$ cat src/inc/bttd_pkg.sv
// Constants and types shared by the bus trace trigger debugger
package bttd_pkg;

  // ----------------------------------------------------------------
  // Register byte addresses
  // ----------------------------------------------------------------
  localparam logic [4:0] REG_CMP_A = 5'h00;
  localparam logic [4:0] REG_CMP_B = 5'h04;
  localparam logic [4:0] REG_FIFO_HI = 5'h08;
  localparam logic [4:0] REG_FIFO_LO = 5'h0C;
  localparam logic [4:0] REG_DEBUG_CTL = 5'h10;
  localparam logic [4:0] REG_TRIG_CTL = 5'h14;
  localparam logic [4:0] REG_STATUS = 5'h18;

  // ----------------------------------------------------------------
  // Field positions
  // ----------------------------------------------------------------
  localparam int CTL_EN_BIT = 7;
  localparam int CTL_ARM_BIT = 6;
  localparam int CTL_TAG_BIT = 5;
  localparam int CTL_BRKEN_BIT = 4;
  localparam int CTL_RWA_BIT = 3;
  localparam int CTL_CMP_A_RW_QUALIFY_EN_BIT = 2;
  localparam int CTL_RWB_BIT = 1;
  localparam int CTL_RWBEN_BIT = 0;
  localparam int TRG_SEL_BIT = 7;
  localparam int TRG_BEGIN_BIT = 6;
  localparam int STS_AF_BIT = 7;
  localparam int STS_BF_BIT = 6;
  localparam int STS_RUN_ARMED_FLAG_BIT = 5;

  // ----------------------------------------------------------------
  // Reset values and counts
  // ----------------------------------------------------------------
  localparam logic [7:0] CTL_RST = 8'h00;
  localparam logic [7:0] TRG_RST = 8'h00;
  localparam logic [15:0] CMP_RST = 16'h0000;
  localparam logic [1:0] BLANK_BUS_CYCLES = 2'h2;

  // ----------------------------------------------------------------
  // Types
  // ----------------------------------------------------------------
  typedef enum logic [3:0] {
    TM_A_ONLY = 4'h0,
    TM_A_OR_B = 4'h1,
    TM_A_THEN_B = 4'h2,
    TM_EVT_B = 4'h3,
    TM_A_THEN_EVT_B = 4'h4,
    TM_A_AND_DATA = 4'h5,
    TM_A_AND_NOT_DATA = 4'h6,
    TM_INSIDE = 4'h7,
    TM_OUTSIDE = 4'h8
  } bttd_mode_t;

  typedef enum logic [1:0] {
    RS_IDLE = 2'h0,
    RS_WAIT = 2'h1,
    RS_STORE = 2'h2
  } bttd_run_t;

  typedef enum logic [1:0] {
    COF_COND_TAKEN = 2'h0,
    COF_UNCOND = 2'h1,
    COF_INDIRECT = 2'h2,
    COF_VECTOR = 2'h3
  } bttd_cof_t;

endpackage

$ cat src/bttd_top.sv
// Bus trace trigger debugger: comparators, trace FIFO, breakpoints, Avalon slave
// Contract
// - Two 16-bit comparators, each optional read/write qualify.
// - Opcode qualify triggers only on actual execution.
// - Magnitude compares give inside and outside ranges.
// - Background controller accesses never produce matches.
// - A compares address; B address or data.
// - Full modes use write data when A expects write.
// - Match breaks, stores data, starts or stops tracing.
// - Eight-deep FIFO with valid word count status.
// - High then low read; low read advances.
// - Event modes store bytes; low read alone advances.
// - Begin trigger and next two bus cycles' flows not stored.
// - End trace stores a flowing trigger last.
// - Unarmed low read pushes last fetched opcode address.
// - Taken conditional branch stores source; ALWAYS_BRANCH_OP-type nothing.
// - Indirect jumps, calls, vectors, returns store destination.
// - Force request acts after current instruction completes.
// - Tag request marks opcode; executes as background entry.
// - Independent opcode tracker for each comparator.
// - Arm starts run, clears hit flags and count.
// - Begin ends full, end on trigger, disarm stops.
// - Begin bit selects start-at-trigger or circular storing.
//
// The Avalon-MM register port and the register offsets were chosen for this implementation.
`timescale 1ns/10ps
module bttd_top #(
  parameter int FIFO_DEPTH = 8
) (
  input wire logic ref_clk,
  input wire logic srst,
  input wire logic ce,
  input wire logic [4:0] avs_address,
  input wire logic avs_read,
  input wire logic avs_write,
  input wire logic [31:0] avs_writedata,
  input wire logic [3:0] avs_byteenable,
  output logic [31:0] avs_readdata,
  output logic avs_waitrequest,
  input wire logic cpu_bus_valid,
  input wire logic [15:0] cpu_addr,
  input wire logic cpu_rw,
  input wire logic [7:0] cpu_rdata,
  input wire logic [7:0] cpu_wdata,
  input wire logic bdc_access,
  input wire logic opcode_fetch,
  input wire logic exec_valid,
  input wire logic [15:0] exec_addr,
  input wire logic queue_flush,
  input wire logic cof_valid,
  input wire logic [1:0] cof_kind,
  input wire logic [15:0] cof_src_addr,
  input wire logic [15:0] cof_dst_addr,
  input wire logic brk_ack,
  output logic brk_force_req,
  output logic brk_tag_req
);

  localparam int PW = $clog2(FIFO_DEPTH);
  localparam logic [PW:0] CNT_FULL = FIFO_DEPTH[PW:0];

  function automatic logic rw_ok(input logic en, input logic exp, input logic rw);
    rw_ok = !en || (rw == exp);
  endfunction

  function automatic logic is_event(input logic [3:0] m);
    is_event = (m == bttd_pkg::TM_EVT_B) || (m == bttd_pkg::TM_A_THEN_EVT_B);
  endfunction

  function automatic logic is_full(input logic [3:0] m);
    is_full = (m == bttd_pkg::TM_A_AND_DATA) || (m == bttd_pkg::TM_A_AND_NOT_DATA);
  endfunction

  // ----------------------------------------------------------------
  // State
  // ----------------------------------------------------------------
  logic [15:0] cmp_a_q, cmp_a_d, cmp_b_q, cmp_b_d;
  logic [7:0] ctl_q, ctl_d, trg_q, trg_d;
  logic wait_q, wait_d;
  logic [31:0] rdata_q, rdata_d;
  bttd_pkg::bttd_run_t run_q, run_d;
  logic run_end_q, run_end_d;
  logic af_q, af_d, bf_q, bf_d, a_seen_q, a_seen_d;
  logic [1:0] blank_q, blank_d;
  logic [PW-1:0] wr_q, wr_d, rd_q, rd_d;
  logic [PW:0] count_q, count_d;
  logic [15:0] mem_q [FIFO_DEPTH];
  logic [15:0] last_fetch_q, last_fetch_d;
  logic force_q, force_d, tag_q, tag_d;

  logic acc, lo_rd, wr_ctl, wr_arm, wr_stop;
  logic bus_ok, raw_a, raw_b, dm, ha, hb, in_rng, trig, armed, tag_hit;
  logic push, pop, pop_eff;
  logic [15:0] push_data;
  logic [7:0] data_byte;
  logic [3:0] mode;
  wire [1:0] trk_fire;

  assign mode = trg_q[3:0];
  assign armed = (run_q != bttd_pkg::RS_IDLE);

  // ----------------------------------------------------------------
  // Opcode trackers, one per comparator
  // ----------------------------------------------------------------
  genvar gi;
  generate
    for (gi = 0; gi < 2; gi++)
    begin : gen_trk
      logic pend_q, pend_d;
      logic [15:0] addr_q, addr_d;
      logic [15:0] cval;
      logic qual, feed;
      assign cval = (gi == 0) ? cmp_a_q : cmp_b_q;
      assign qual = (gi == 0) ?
        rw_ok(ctl_q[bttd_pkg::CTL_CMP_A_RW_QUALIFY_EN_BIT], ctl_q[bttd_pkg::CTL_RWA_BIT], cpu_rw) :
        rw_ok(ctl_q[bttd_pkg::CTL_RWBEN_BIT], ctl_q[bttd_pkg::CTL_RWB_BIT], cpu_rw);
      assign feed = bus_ok && opcode_fetch && (cpu_addr == cval) && qual;
      // Fires only when the tagged opcode leaves the queue executed
      assign trk_fire[gi] = pend_q && exec_valid && (exec_addr == addr_q);
      always_comb
      begin
        pend_d = pend_q;
        addr_d = addr_q;
        if (trk_fire[gi] || queue_flush)
          pend_d = 1'b0;
        if (feed)
        begin
          pend_d = 1'b1;
          addr_d = cpu_addr;
        end
      end
      always_ff @(posedge ref_clk)
      begin
        if (srst)
        begin
          pend_q <= 1'b0;
          addr_q <= 16'h0000;
        end
        else if (ce)
        begin
          pend_q <= pend_d;
          addr_q <= addr_d;
        end
      end
    end
  endgenerate

  // ----------------------------------------------------------------
  // Comparators and trigger
  // ----------------------------------------------------------------
  always_comb
  begin
    bus_ok = cpu_bus_valid && !bdc_access;
    data_byte = (ctl_q[bttd_pkg::CTL_CMP_A_RW_QUALIFY_EN_BIT] && !ctl_q[bttd_pkg::CTL_RWA_BIT]) ?
      cpu_wdata : cpu_rdata;
    raw_a = bus_ok && (cpu_addr == cmp_a_q) &&
      rw_ok(ctl_q[bttd_pkg::CTL_CMP_A_RW_QUALIFY_EN_BIT], ctl_q[bttd_pkg::CTL_RWA_BIT], cpu_rw);
    raw_b = bus_ok && (cpu_addr == cmp_b_q) &&
      rw_ok(ctl_q[bttd_pkg::CTL_RWBEN_BIT], ctl_q[bttd_pkg::CTL_RWB_BIT], cpu_rw);
    dm = (data_byte == cmp_b_q[7:0]);
    ha = trg_q[bttd_pkg::TRG_SEL_BIT] ? trk_fire[0] : raw_a;
    hb = trg_q[bttd_pkg::TRG_SEL_BIT] ? trk_fire[1] : raw_b;
    in_rng = (cpu_addr >= cmp_a_q) && (cpu_addr <= cmp_b_q);
    case (mode)
      bttd_pkg::TM_A_ONLY: trig = ha;
      bttd_pkg::TM_A_OR_B: trig = ha || hb;
      bttd_pkg::TM_A_THEN_B: trig = a_seen_q && hb;
      bttd_pkg::TM_EVT_B: trig = hb;
      bttd_pkg::TM_A_THEN_EVT_B: trig = a_seen_q && hb;
      bttd_pkg::TM_A_AND_DATA: trig = ha && dm;
      bttd_pkg::TM_A_AND_NOT_DATA: trig = ha && !dm;
      bttd_pkg::TM_INSIDE: trig = bus_ok && in_rng &&
        rw_ok(ctl_q[bttd_pkg::CTL_CMP_A_RW_QUALIFY_EN_BIT], ctl_q[bttd_pkg::CTL_RWA_BIT], cpu_rw);
      bttd_pkg::TM_OUTSIDE: trig = bus_ok && !in_rng &&
        rw_ok(ctl_q[bttd_pkg::CTL_CMP_A_RW_QUALIFY_EN_BIT], ctl_q[bttd_pkg::CTL_RWA_BIT], cpu_rw);
      default: trig = 1'b0;
    endcase
    // Full modes tag on the address match alone
    tag_hit = is_full(mode) ? raw_a : trig;
  end

  // ----------------------------------------------------------------
  // Bus slave, run control and FIFO
  // ----------------------------------------------------------------
  always_comb
  begin
    cmp_a_d = cmp_a_q;
    cmp_b_d = cmp_b_q;
    ctl_d = ctl_q;
    trg_d = trg_q;
    run_d = run_q;
    run_end_d = run_end_q;
    a_seen_d = a_seen_q;
    blank_d = blank_q;
    last_fetch_d = last_fetch_q;
    rdata_d = rdata_q;
    push = 1'b0;
    pop = 1'b0;
    push_data = 16'h0000;
    // Request answered one cycle after it appears, then taken
    acc = (avs_read || avs_write) && !wait_q;
    wait_d = !((avs_read || avs_write) && wait_q);
    lo_rd = acc && avs_read && (avs_address == bttd_pkg::REG_FIFO_LO);
    wr_ctl = acc && avs_write && (avs_address == bttd_pkg::REG_DEBUG_CTL) && avs_byteenable[0];
    wr_arm = wr_ctl && avs_writedata[bttd_pkg::CTL_ARM_BIT] &&
      avs_writedata[bttd_pkg::CTL_EN_BIT];
    wr_stop = wr_ctl && !wr_arm;
    if (avs_read && wait_q)
    begin
      rdata_d = 32'h0000_0000;
      if (avs_address == bttd_pkg::REG_CMP_A)
        rdata_d[15:0] = cmp_a_q;
      else if (avs_address == bttd_pkg::REG_CMP_B)
        rdata_d[15:0] = cmp_b_q;
      else if (avs_address == bttd_pkg::REG_FIFO_HI)
        rdata_d[7:0] = mem_q[rd_q][15:8];
      else if (avs_address == bttd_pkg::REG_FIFO_LO)
        rdata_d[7:0] = mem_q[rd_q][7:0];
      else if (avs_address == bttd_pkg::REG_DEBUG_CTL)
      begin
        rdata_d[7:0] = ctl_q;
        rdata_d[bttd_pkg::CTL_ARM_BIT] = armed;
      end
      else if (avs_address == bttd_pkg::REG_TRIG_CTL)
        rdata_d[7:0] = trg_q;
      else if (avs_address == bttd_pkg::REG_STATUS)
      begin
        rdata_d[bttd_pkg::STS_AF_BIT] = af_q;
        rdata_d[bttd_pkg::STS_BF_BIT] = bf_q;
        rdata_d[bttd_pkg::STS_RUN_ARMED_FLAG_BIT] = armed;
        rdata_d[PW:0] = count_q;
      end
    end
    if (acc && avs_write)
    begin
      if (avs_address == bttd_pkg::REG_CMP_A)
      begin
        if (avs_byteenable[0])
          cmp_a_d[7:0] = avs_writedata[7:0];
        if (avs_byteenable[1])
          cmp_a_d[15:8] = avs_writedata[15:8];
      end
      else if (avs_address == bttd_pkg::REG_CMP_B)
      begin
        if (avs_byteenable[0])
          cmp_b_d[7:0] = avs_writedata[7:0];
        if (avs_byteenable[1])
          cmp_b_d[15:8] = avs_writedata[15:8];
      end
      else if (avs_address == bttd_pkg::REG_TRIG_CTL && avs_byteenable[0])
        trg_d = avs_writedata[7:0];
      else if (wr_ctl)
        ctl_d = avs_writedata[7:0] & ~(8'h01 << bttd_pkg::CTL_ARM_BIT);
    end
    if (bus_ok && opcode_fetch)
      last_fetch_d = cpu_addr;
    if (cpu_bus_valid && blank_q != 2'h0)
      blank_d = blank_q - 2'h1;
    if (armed && ha)
      a_seen_d = 1'b1;
    // Low port read: armed pops, unarmed profiles
    if (lo_rd)
      pop = armed ? (count_q != '0) : (count_q == CNT_FULL);
    case (run_q)
      bttd_pkg::RS_IDLE:
      begin
        if (lo_rd)
        begin
          push = 1'b1;
          push_data = last_fetch_q;
        end
      end
      bttd_pkg::RS_WAIT:
      begin
        if (trig && is_event(mode))
        begin
          push = 1'b1;
          push_data = {8'h00, cpu_rw ? cpu_rdata : cpu_wdata};
        end
        else if (trig)
        begin
          run_d = bttd_pkg::RS_STORE;
          blank_d = bttd_pkg::BLANK_BUS_CYCLES;
        end
      end
      bttd_pkg::RS_STORE:
      begin
        if (cof_valid && blank_q == 2'h0 && cof_kind != bttd_pkg::COF_UNCOND)
        begin
          push = 1'b1;
          push_data = (cof_kind == bttd_pkg::COF_COND_TAKEN) ?
            cof_src_addr : cof_dst_addr;
        end
        if (run_end_q && trig)
          run_d = bttd_pkg::RS_IDLE;
      end
      default: run_d = bttd_pkg::RS_IDLE;
    endcase
    // A full circular FIFO drops its oldest entry
    pop_eff = pop || (push && count_q == CNT_FULL && !pop);
    count_d = count_q + (PW + 1)'(push) - (PW + 1)'(pop_eff);
    if (armed && !run_end_q && count_d == CNT_FULL)
      run_d = bttd_pkg::RS_IDLE;
    if (wr_stop)
      run_d = bttd_pkg::RS_IDLE;
    if (wr_arm)
    begin
      run_end_d = !trg_q[bttd_pkg::TRG_BEGIN_BIT] && !is_event(mode);
      run_d = run_end_d ? bttd_pkg::RS_STORE : bttd_pkg::RS_WAIT;
      a_seen_d = 1'b0;
      blank_d = 2'h0;
      push = 1'b0;
      pop_eff = 1'b0;
      count_d = '0;
    end
    wr_d = wr_arm ? '0 : wr_q + PW'(push);
    rd_d = wr_arm ? '0 : rd_q + PW'(pop_eff);
    // Hit flags: a new hit during a run wins over the arm clear
    af_d = (wr_arm ? 1'b0 : af_q) || (armed && ha);
    bf_d = (wr_arm ? 1'b0 : bf_q) || (armed && hb);
    // Force request held until the CPU takes it at an instruction boundary
    force_d = (force_q && !brk_ack) || (armed && trig && ctl_q[bttd_pkg::CTL_BRKEN_BIT] &&
      !ctl_q[bttd_pkg::CTL_TAG_BIT]);
    tag_d = armed && tag_hit && opcode_fetch && ctl_q[bttd_pkg::CTL_BRKEN_BIT] &&
      ctl_q[bttd_pkg::CTL_TAG_BIT];
  end

  always_ff @(posedge ref_clk)
  begin
    if (srst)
    begin
      cmp_a_q <= bttd_pkg::CMP_RST;
      cmp_b_q <= bttd_pkg::CMP_RST;
      ctl_q <= bttd_pkg::CTL_RST;
      trg_q <= bttd_pkg::TRG_RST;
      wait_q <= 1'b1;
      rdata_q <= 32'h0000_0000;
      run_q <= bttd_pkg::RS_IDLE;
      run_end_q <= 1'b0;
      af_q <= 1'b0;
      bf_q <= 1'b0;
      a_seen_q <= 1'b0;
      blank_q <= 2'h0;
      wr_q <= '0;
      rd_q <= '0;
      count_q <= '0;
      last_fetch_q <= 16'h0000;
      force_q <= 1'b0;
      tag_q <= 1'b0;
    end
    else if (ce)
    begin
      cmp_a_q <= cmp_a_d;
      cmp_b_q <= cmp_b_d;
      ctl_q <= ctl_d;
      trg_q <= trg_d;
      wait_q <= wait_d;
      rdata_q <= rdata_d;
      run_q <= run_d;
      run_end_q <= run_end_d;
      af_q <= af_d;
      bf_q <= bf_d;
      a_seen_q <= a_seen_d;
      blank_q <= blank_d;
      wr_q <= wr_d;
      rd_q <= rd_d;
      count_q <= count_d;
      last_fetch_q <= last_fetch_d;
      force_q <= force_d;
      tag_q <= tag_d;
      if (push)
        mem_q[wr_q] <= push_data;
    end
  end

  assign avs_readdata = rdata_q;
  assign avs_waitrequest = wait_q;
  assign brk_force_req = force_q;
  assign brk_tag_req = tag_q;

  // ----------------------------------------------------------------
  // Assertions
  // ----------------------------------------------------------------
  AST_BDC_SUPPRESS: assert property (
    @(posedge ref_clk) disable iff (srst) bdc_access |-> !raw_a && !raw_b && !trig)
    else $error("match during background access");
  AST_WDATA_SEL: assert property (
    @(posedge ref_clk) disable iff (srst)
    ctl_q[bttd_pkg::CTL_CMP_A_RW_QUALIFY_EN_BIT] && !ctl_q[bttd_pkg::CTL_RWA_BIT] |-> data_byte == cpu_wdata)
    else $error("wrong data bus for comparator B");
  AST_ARM_CLEARS: assert property (
    @(posedge ref_clk) disable iff (srst)
    ce && wr_arm && !ha && !hb |=> count_q == '0 && armed && !af_q && !bf_q)
    else $error("arm did not start a clean run");
  AST_BEGIN_FULL: assert property (
    @(posedge ref_clk) disable iff (srst)
    ce && armed && !run_end_q && !wr_arm && count_d == CNT_FULL |=> run_q == bttd_pkg::RS_IDLE)
    else $error("begin run did not end at full");
  AST_PROFILE: assert property (
    @(posedge ref_clk) disable iff (srst)
    ce && lo_rd && !armed && !wr_arm && count_q != CNT_FULL |=>
    count_q == $past(count_q) + 1'b1 && mem_q[$past(wr_q)] == $past(last_fetch_q))
    else $error("profiling read did not push last fetch");
  AST_BLANK: assert property (
    @(posedge ref_clk) disable iff (srst)
    run_q == bttd_pkg::RS_WAIT && trig && !is_event(mode) && ce && !wr_arm && !wr_stop
    |=> blank_q == 2'h2 && !push)
    else $error("flow stored inside blanking window");
  AST_FORCE_HOLD: assert property (
    @(posedge ref_clk) disable iff (srst) force_q && !brk_ack |=> force_q)
    else $error("force request dropped before acknowledge");
  AST_EVENT_BYTE: assert property (
    @(posedge ref_clk) disable iff (srst)
    push && run_q == bttd_pkg::RS_WAIT |-> push_data[15:8] == 8'h00)
    else $error("event store wider than a byte");
  AST_BUS_ANSWER: assert property (
    @(posedge ref_clk) disable iff (srst)
    ce && (avs_read || avs_write) && wait_q |=> !wait_q ##1 wait_q || !ce)
    else $error("slave answer not one cycle");
  AST_UNCOND_NONE: assert property (
    @(posedge ref_clk) disable iff (srst)
    run_q == bttd_pkg::RS_STORE && cof_kind == bttd_pkg::COF_UNCOND |-> !push)
    else $error("unconditional branch stored");

  CVR_BEGIN_FILL: cover property (
    @(posedge ref_clk) disable iff (srst) armed && !run_end_q ##1 !armed && count_q == CNT_FULL);
  CVR_END_TRIG: cover property (
    @(posedge ref_clk) disable iff (srst) run_q == bttd_pkg::RS_STORE && run_end_q && trig);
  CVR_FORCE: cover property (
    @(posedge ref_clk) disable iff (srst) force_q ##1 brk_ack);
  CVR_PROFILE: cover property (
    @(posedge ref_clk) disable iff (srst) lo_rd && !armed && count_q == CNT_FULL);

endmodule

$ cat config.mk
export PLATFORM = sky130hd
export DESIGN_NAME = bttd_top
export DESIGN_NICKNAME = d
export VERILOG_FILES = /design/src/inc/bttd_pkg.sv /design/src/bttd_top.sv
export SDC_FILE = /design/constraint.sdc
export NUM_CORES = 1
export LEC_CHECK = 0
export ABC_AREA = 1
export BUFFER_PORTS_ARGS = -buffer_cell sky130_fd_sc_hd__clkbuf_2
export CAP_MARGIN = 20
export CORE_MARGIN = 5
export CORE_UTILIZATION = 50
export CTS_CLUSTER_SIZE = 40
export DETAILED_ROUTE_END_ITERATION = 8
export GPL_ROUTABILITY_DRIVEN = 0
export HOLD_SLACK_MARGIN = 0.1
export PLACE_DENSITY = 0.7
export SKIP_CTS_REPAIR_TIMING = 1
export SYNTH_ARGS = -nofsm -noshare
export SYNTH_HDL_FRONTEND = slang
export SYNTH_SLANG_ARGS = --single-unit
$ cat constraint.sdc
create_clock -name ref_clk -period 5.32 [get_ports ref_clk]
set_input_delay 0.266 -clock ref_clk [delete_from_list [all_inputs] [get_ports ref_clk]]
set_output_delay 0.266 -clock ref_clk [all_outputs]
set_load 0.02 [all_outputs]
Yosys cells after proc, flatten, opt, wreduce, memory -nomap -nowiden
Memory sizes are Yosys's and may differ from the RTL's. A register that Yosys moved wholly into a read port is not among the register bits.
Index checks and enable logic that the tools add are counted.
{ "totals": {"ff_bits": 134, "ram_bits": 128, "in_bits": 136, "output_inout_bits": 35, "elab_cells": 234, "n_memories": 1} }
{ "classes": {"addsub": 5, "order_cmp": 2, "n_eq_ne": 30, "mux": 60, "n_bitwise": 3, "n_reduce_logical": 109} }
{ "mem_list": {"columns": ["memory", "depth", "word_bits", "read_ports", "rd_clocked_by_memory_dff", "write_ports", "line", "rtl"], "rows": [
  ["mem_q", 8, 16, 1, 1, 1, "bttd_top.sv:87", "logic [15:0] mem_q [FIFO_DEPTH];"]
]} }
{ "op_table": {"columns": ["cell", "count"], "rows": [
  ["$eq A16 B16 Y1", 4],
  ["$mux W16", 4],
  ["$mux W8", 8],
  ["$logic_and A1 B1 Y1", 55],
  ["$pmux W16 S3", 1],
  ["$mux W2", 12],
  ["$mux W1", 23],
  ["$reduce_and A5 Y1", 4],
  ["$mux W3", 6],
  ["$eq A4 B3 Y1 const B", 4],
  ["$ge A16 B16 Y1", 1],
  ["$le A16 B16 Y1", 1],
  ["$reduce_and A2 Y1", 8],
  ["$eq A5 B5 Y1 const B", 3],
  ["$logic_not A1 Y1", 15],
  ["$ne A5 B5 Y1 const B", 3],
  ["$eq A4 B4 Y1 const B", 3],
  ["$logic_or A1 B1 Y1", 12],
  ["$mux W4", 3],
  ["$eq A5 B4 Y1 const B", 2],
  ["$reduce_bool A2 Y1", 5],
  ["$eq A4 B2 Y1 const B", 2],
  ["$eq A8 B8 Y1", 1],
  ["$pmux W1 S8", 1],
  ["21 further kinds", 28]
]} }

Longest topological paths before layout
{ "logic_depth": {"ltp_word": 19, "ltp_mapped": 36, "mapped_depth_nobuf": 36} }

Worst setup path before layout
No wires, ideal clock.
{ "synth_path": {"path_type": "register to register", "from": "register cmp_a_q[15]", "to": "register run_q[0]", "setup_ps": 115, "t_arrival_ps": 3711, "required_ps": 5205, "path_slack_ps": 1494, "stages_incl_launch_ff": 34, "path_cell_list": "dfxtp_1 inv_1 ha_1 nand4_1 nor2_1 nand2_1 nor2_1 nand2_1 inv_2 nand2_1 nand2_1 nand2_1 nand2_1 nand2_1 nand3_4 nand3_4 nand2_4 inv_2 ha_1 inv_1 ha_1 fa_1 nor3_1 nand3_1 nor2_1 inv_1 nand2_1 nand2_1 nand4_1 nand2_1 nand2_1 nand3_1 nand2_1 nor2_1"} }
{ "synth_between": {"elab_chain_len": 18, "elab_cells_between_ends": 34} }
{ "synth_lines": {"columns": ["item", "line", "rtl"], "rows": [
  ["start, declared", "bttd_top.sv:77", "logic [15:0] cmp_a_q, cmp_a_d, cmp_b_q, cmp_b_d;"],
  ["start signal, assigned", "bttd_top.sv:332", "cmp_a_q <= bttd_pkg::CMP_RST;"],
  ["start signal, assigned", "bttd_top.sv:353", "cmp_a_q <= cmp_a_d;"],
  ["$ge A16 B16 Y1 / $eq A16 B16 Y1 (equally long branches)", "bttd_top.sv:163, bttd_top.sv:156", null],
  ["$logic_and A1 B1 Y1, on equally long branches", "bttd_top.sv:163, bttd_top.sv:156", null],
  ["$logic_not A1 Y1 / $logic_and A1 B1 Y1 (equally long branches)", "bttd_top.sv:174, bttd_top.sv:156", null],
  ["$logic_and A1 B1 Y1 / $mux W1 (equally long branches)", "bttd_top.sv:174, bttd_top.sv:161", null],
  ["$logic_and A1 B1 Y1 (tied with other cells)", "bttd_top.sv:174", "bttd_pkg::TM_OUTSIDE: trig = bus_ok && !in_rng &&"],
  ["$pmux W1 S8 (*)", "bttd_top.sv:164", "case (mode)"],
  ["parallel branches: the longest is 12 deep, another holds $add A4 B1 Y4", null, null],
  ["end signal, assigned", "bttd_top.sv:338", "run_q <= bttd_pkg::RS_IDLE;"],
  ["end signal, assigned", "bttd_top.sv:359", "run_q <= run_d;"],
  ["end, declared", "bttd_top.sv:81", "bttd_pkg::bttd_run_t run_q, run_d;"]
]} }
Every way passes the cells marked *.
A chain may end at the register's enable or synchronous reset.

Worst setup path in the final report
{ "layout_path": {"from": "input port cpu_addr[15]", "to": "register run_q[1]"} }
{ "layout_between": {"elab_chain_len": 18, "elab_cells_between_ends": 40} }
{ "layout_lines": {"columns": ["item", "line", "rtl"], "rows": [
  ["start, declared", "bttd_top.sv:41", "input wire logic [15:0] cpu_addr,"],
  ["$ge A16 B16 Y1 (tied with other cells)", "bttd_top.sv:163", "in_rng = (cpu_addr >= cmp_a_q) && (cpu_addr <= cmp_b_q);"],
  ["$logic_and A1 B1 Y1, on equally long branches", "bttd_top.sv:163, bttd_top.sv:156, bttd_top.sv:158", null],
  ["$logic_not A1 Y1 (tied with other cells)", "bttd_top.sv:174", null],
  ["$logic_and A1 B1 Y1 (tied with other cells) (2 in a row)", "bttd_top.sv:174", null],
  ["$pmux W1 S8 (*)", "bttd_top.sv:164", null],
  ["parallel branches: the longest is 12 deep, another holds $add A4 B1 Y4", null, null]
]} }
Marks and branches as above.

==> impl_metrics.toml <==
[yosys]
synth_cell_types = 45
syn_inst = 1639
synth.area.top_cells = "edfxtp_1, dfxtp_1, o21ai_0"
ys_seq_area_share_pct = 48.9
syn_area_sq_um = 13500
synth_area_leader_cell = "edfxtp_1"
synth-seq-cells = 265
synth.avg_cell_area_sq_um = 8.22
synth_warnings = 0
synthDominantCellAreaShare_pct = 28.5

[worst_hold_path]
hold_path.class = "in -> reg"

[clock_tree]
tritoncts = "yes"
htreeDepth = 1
cts_buffers = 28
clock_latency_ns = 0.54
cts_sinks = 265
cts-root-buf = "clkbuf_16"
clk_pin_slew_ns = 0.06
ctsLongestPathBuffers = 3

[sta]
period_needed_ns = 4.58
finalHoldViolCount = 0
finalSetupViolCount = 0
rsz0062_at_grt = "no"
setup-tns-final_ns = 0
tightest_slew_ns = 1.08
fin_crit_sh_pct = 86.0
max_clock_freq_mhz = 219
slew_headroom_pct = 28.1
drv_slew = 0
fin_skew_ns = 0.0103

[grt]
grt_first_pass_wirelength_um = 60000
grt_max_degree = 65
globalRouteOverflowTotal = 0
grt_usage_pct = 24.8
grt_pass1_vias = 11100
antenna_found_initial = 1

[detailed_routing]
route.detailed.drc = 0
vias = 11900
drtIter0Drc = 1014
drt-pass1-iter-count = 6
ant_nets = 0
routed_wl_um = 39000
wl_per_cell_um = 18.2
viasPerCell = 5.56

[floorplanning]
pin_count = 171
die_w_um = 174
die-area_sq_um = 30300
die_y_um = 174
start_util_pct = 50.4
core_area_sq_um = 26700
core.rowCount = 60

[power_and_ir_drop]
total_power_w = 0.00441
intPower_w = 0.00339
pwr-share-clk_pct = 44.8
sw_frac_of_total_pct = 23.1
powerDensity_nw_per_um2 = 284
combPwrFrac_pct = 6.7
p_leak_nw = 6.75
power.switching_w = 0.00102
seqPwrFrac_pct = 48.5
vdd_drop_max_mv = 0.218

[final_layout]
nNetsFinal = 1961
syn_to_final_growth_pct = 15.4
fin_util_pct = 58.2
final_cell_mix = "nand2_1, nor2_1, inv_1"
layout.cells.non_filler = 2145
final_common_cell = "nand2_1"
drive_gt1_share_pct = 13.1

[critical_path]
cpMostUsedCell = "nand2_1"
required_ns = 5.76
arrival_ns = 5.01
crit_end = "run_q[1]"
max_stage_delay_ns = 0.54
critPathMaxFanout = 9
critPathKind = "in -> reg"
critPathLaunch = "cpu_addr[15]"
r2r_cells = 34
cp_slowest_cell = "dlygate4sd3_1"
timing.rr.end = "run_q[1]"
cp-start-kind = "input port"
rrSetupSlack_ns = 0.79
end_kind = "flip-flop"
rr_startpoint = "cmp_a_q[11]"

[placed_design]
place.detailed.hpwl_um = 28000
dp_cells = 2072
numPortBuffers = 136

[job]
drv_cap = 0

[run_status]
status = "finished, final reports clean"
-- cell usage after synthesis (all sizes together) --
| cell | n |
|---|---|
| nand3b | 6 |
| ha | 43 |
| or2 | 1 |
| o31ai | 8 |
| buf | 31 |
| nor3 | 9 |
| conb | 1 |
| a31oi | 3 |
| nand3 | 70 |
| dfxtp | 137 |
| a221oi | 4 |
| nor2 | 239 |
| fa | 1 |
| o221ai | 24 |
| a21o | 1 |
| inv | 208 |
| nand2 | 263 |
| mux2i | 12 |
| edfxtp | 128 |
| nor4 | 2 |
| xor2 | 7 |
| a211oi | 20 |
| clkbuf | 47 |
| o22ai | 25 |
| nand4 | 9 |
| a32o | 3 |
| o211ai | 29 |
| clkinv | 4 |
| xnor2 | 7 |
| a21oi | 102 |
| nor3b | 2 |
| o21ai | 193 |
-- worst max-delay path: cells and delay by family --
kind / cells / cell delay, ns
buffers and inverters: 5 / 0.92
adder cells (fa/ha/maj): 4 / 1.17
AND/OR/NAND/NOR: 26 / 2.65
-- power by group through the flow --
| stage | clock, W | combinational, W | sequential (W) |
|---|---|---|---|
| final | 0.00198 | 0.000295 | 0.00214 |
| after global routing | 0.00209 | 0.000328 | 0.00214 |
| after CTS | 0.00199 | 0.000280 | 0.00214 |
| after detailed placement | 0 | 0.000278 | 0.00218 |
| after global placement | 0 | 0.000274 | 0.00218 |
| after floorplan | 0 | 0.000161 | 0.00219 |
-- sequential cells by signal, summed over array words and instances, names as in the netlist, 4 cells and up, named ones only --
register        count
last_fetch_q       16
cmp_b_q            16
ctl_q               7
trg_q               8
avs_readdata       16
gen_trk.addr_q     32
mem_q             128
cmp_a_q            16
count_q             4
-- worst min path at each step --
stage / start / to / slack (ns) / depth (start not counted)
after floorplan: cpu_addr[10] / last_fetch_q[10] / 0.40 / 2
after global placement: gen_trk[0].addr_q[14] / gen_trk[0].addr_q[14] / 0.45 / 2
after detailed placement: gen_trk[0].addr_q[14] / gen_trk[0].addr_q[14] / 0.45 / 2
after CTS: avs_writedata[12] / cmp_a_q[12] / -0.05 / 3
after global routing: avs_write / avs_waitrequest / 0.11 / 4
final: cpu_addr[5] / gen_trk[1].addr_q[5] / 0.1 / 3
-- layout make-up --
cell class | count | area (sq um)
antenna | 1 | 2.50
clock buffer | 37 | 840
timing repair buffer | 175 | 1020
inverter | 212 | 796
tap | 341 | 427
fill | 2422 | 11200
sequential | 265 | 6590
multi-input combinational | 1099 | 5770
clock inverter | 15 | 111
-- layer usage --
metal / GRT usage (%) / part of all wire (%) / wire, um
met3: 4.22 / 8.0 / 3120
met2: 40.7 / 47 / 18200
met4: 9.60 / 3.9 / 1520
met1: 33.1 / 41 / 16100
met5: 0 / 0 / 0
-- metrics by stage --
step | instance area [sq um] | worst slack (ns) | hold slack [ns]
6_report | 15600 | 0.744 | 0.0983
5_1_grt | 15600 | 0.356 | 0.108
4_1_cts | 15300 | 0.826 | -0.0526
3_5_place_dp | 14400 | 0.777 | 0.453
3_3_place_gp | 14400 | 0.846 | 0.450
2_1_floorplan | 13500 | 1.49 | 0.401
-- cells by family after synthesis --
group,Yosys count,share of synthesized area (%)
muxes,12,0.891
buffers and inverters,290,8.77
DFF,265,48.9
AOI/OAI and AO/OA,412,17.6
other,1,0.0278
xor gates and xnor gates,14,0.910
and+or+nand+nor,601,18.8
adders and majority gates,44,4.14
Power figures use the tool's default switching activity.
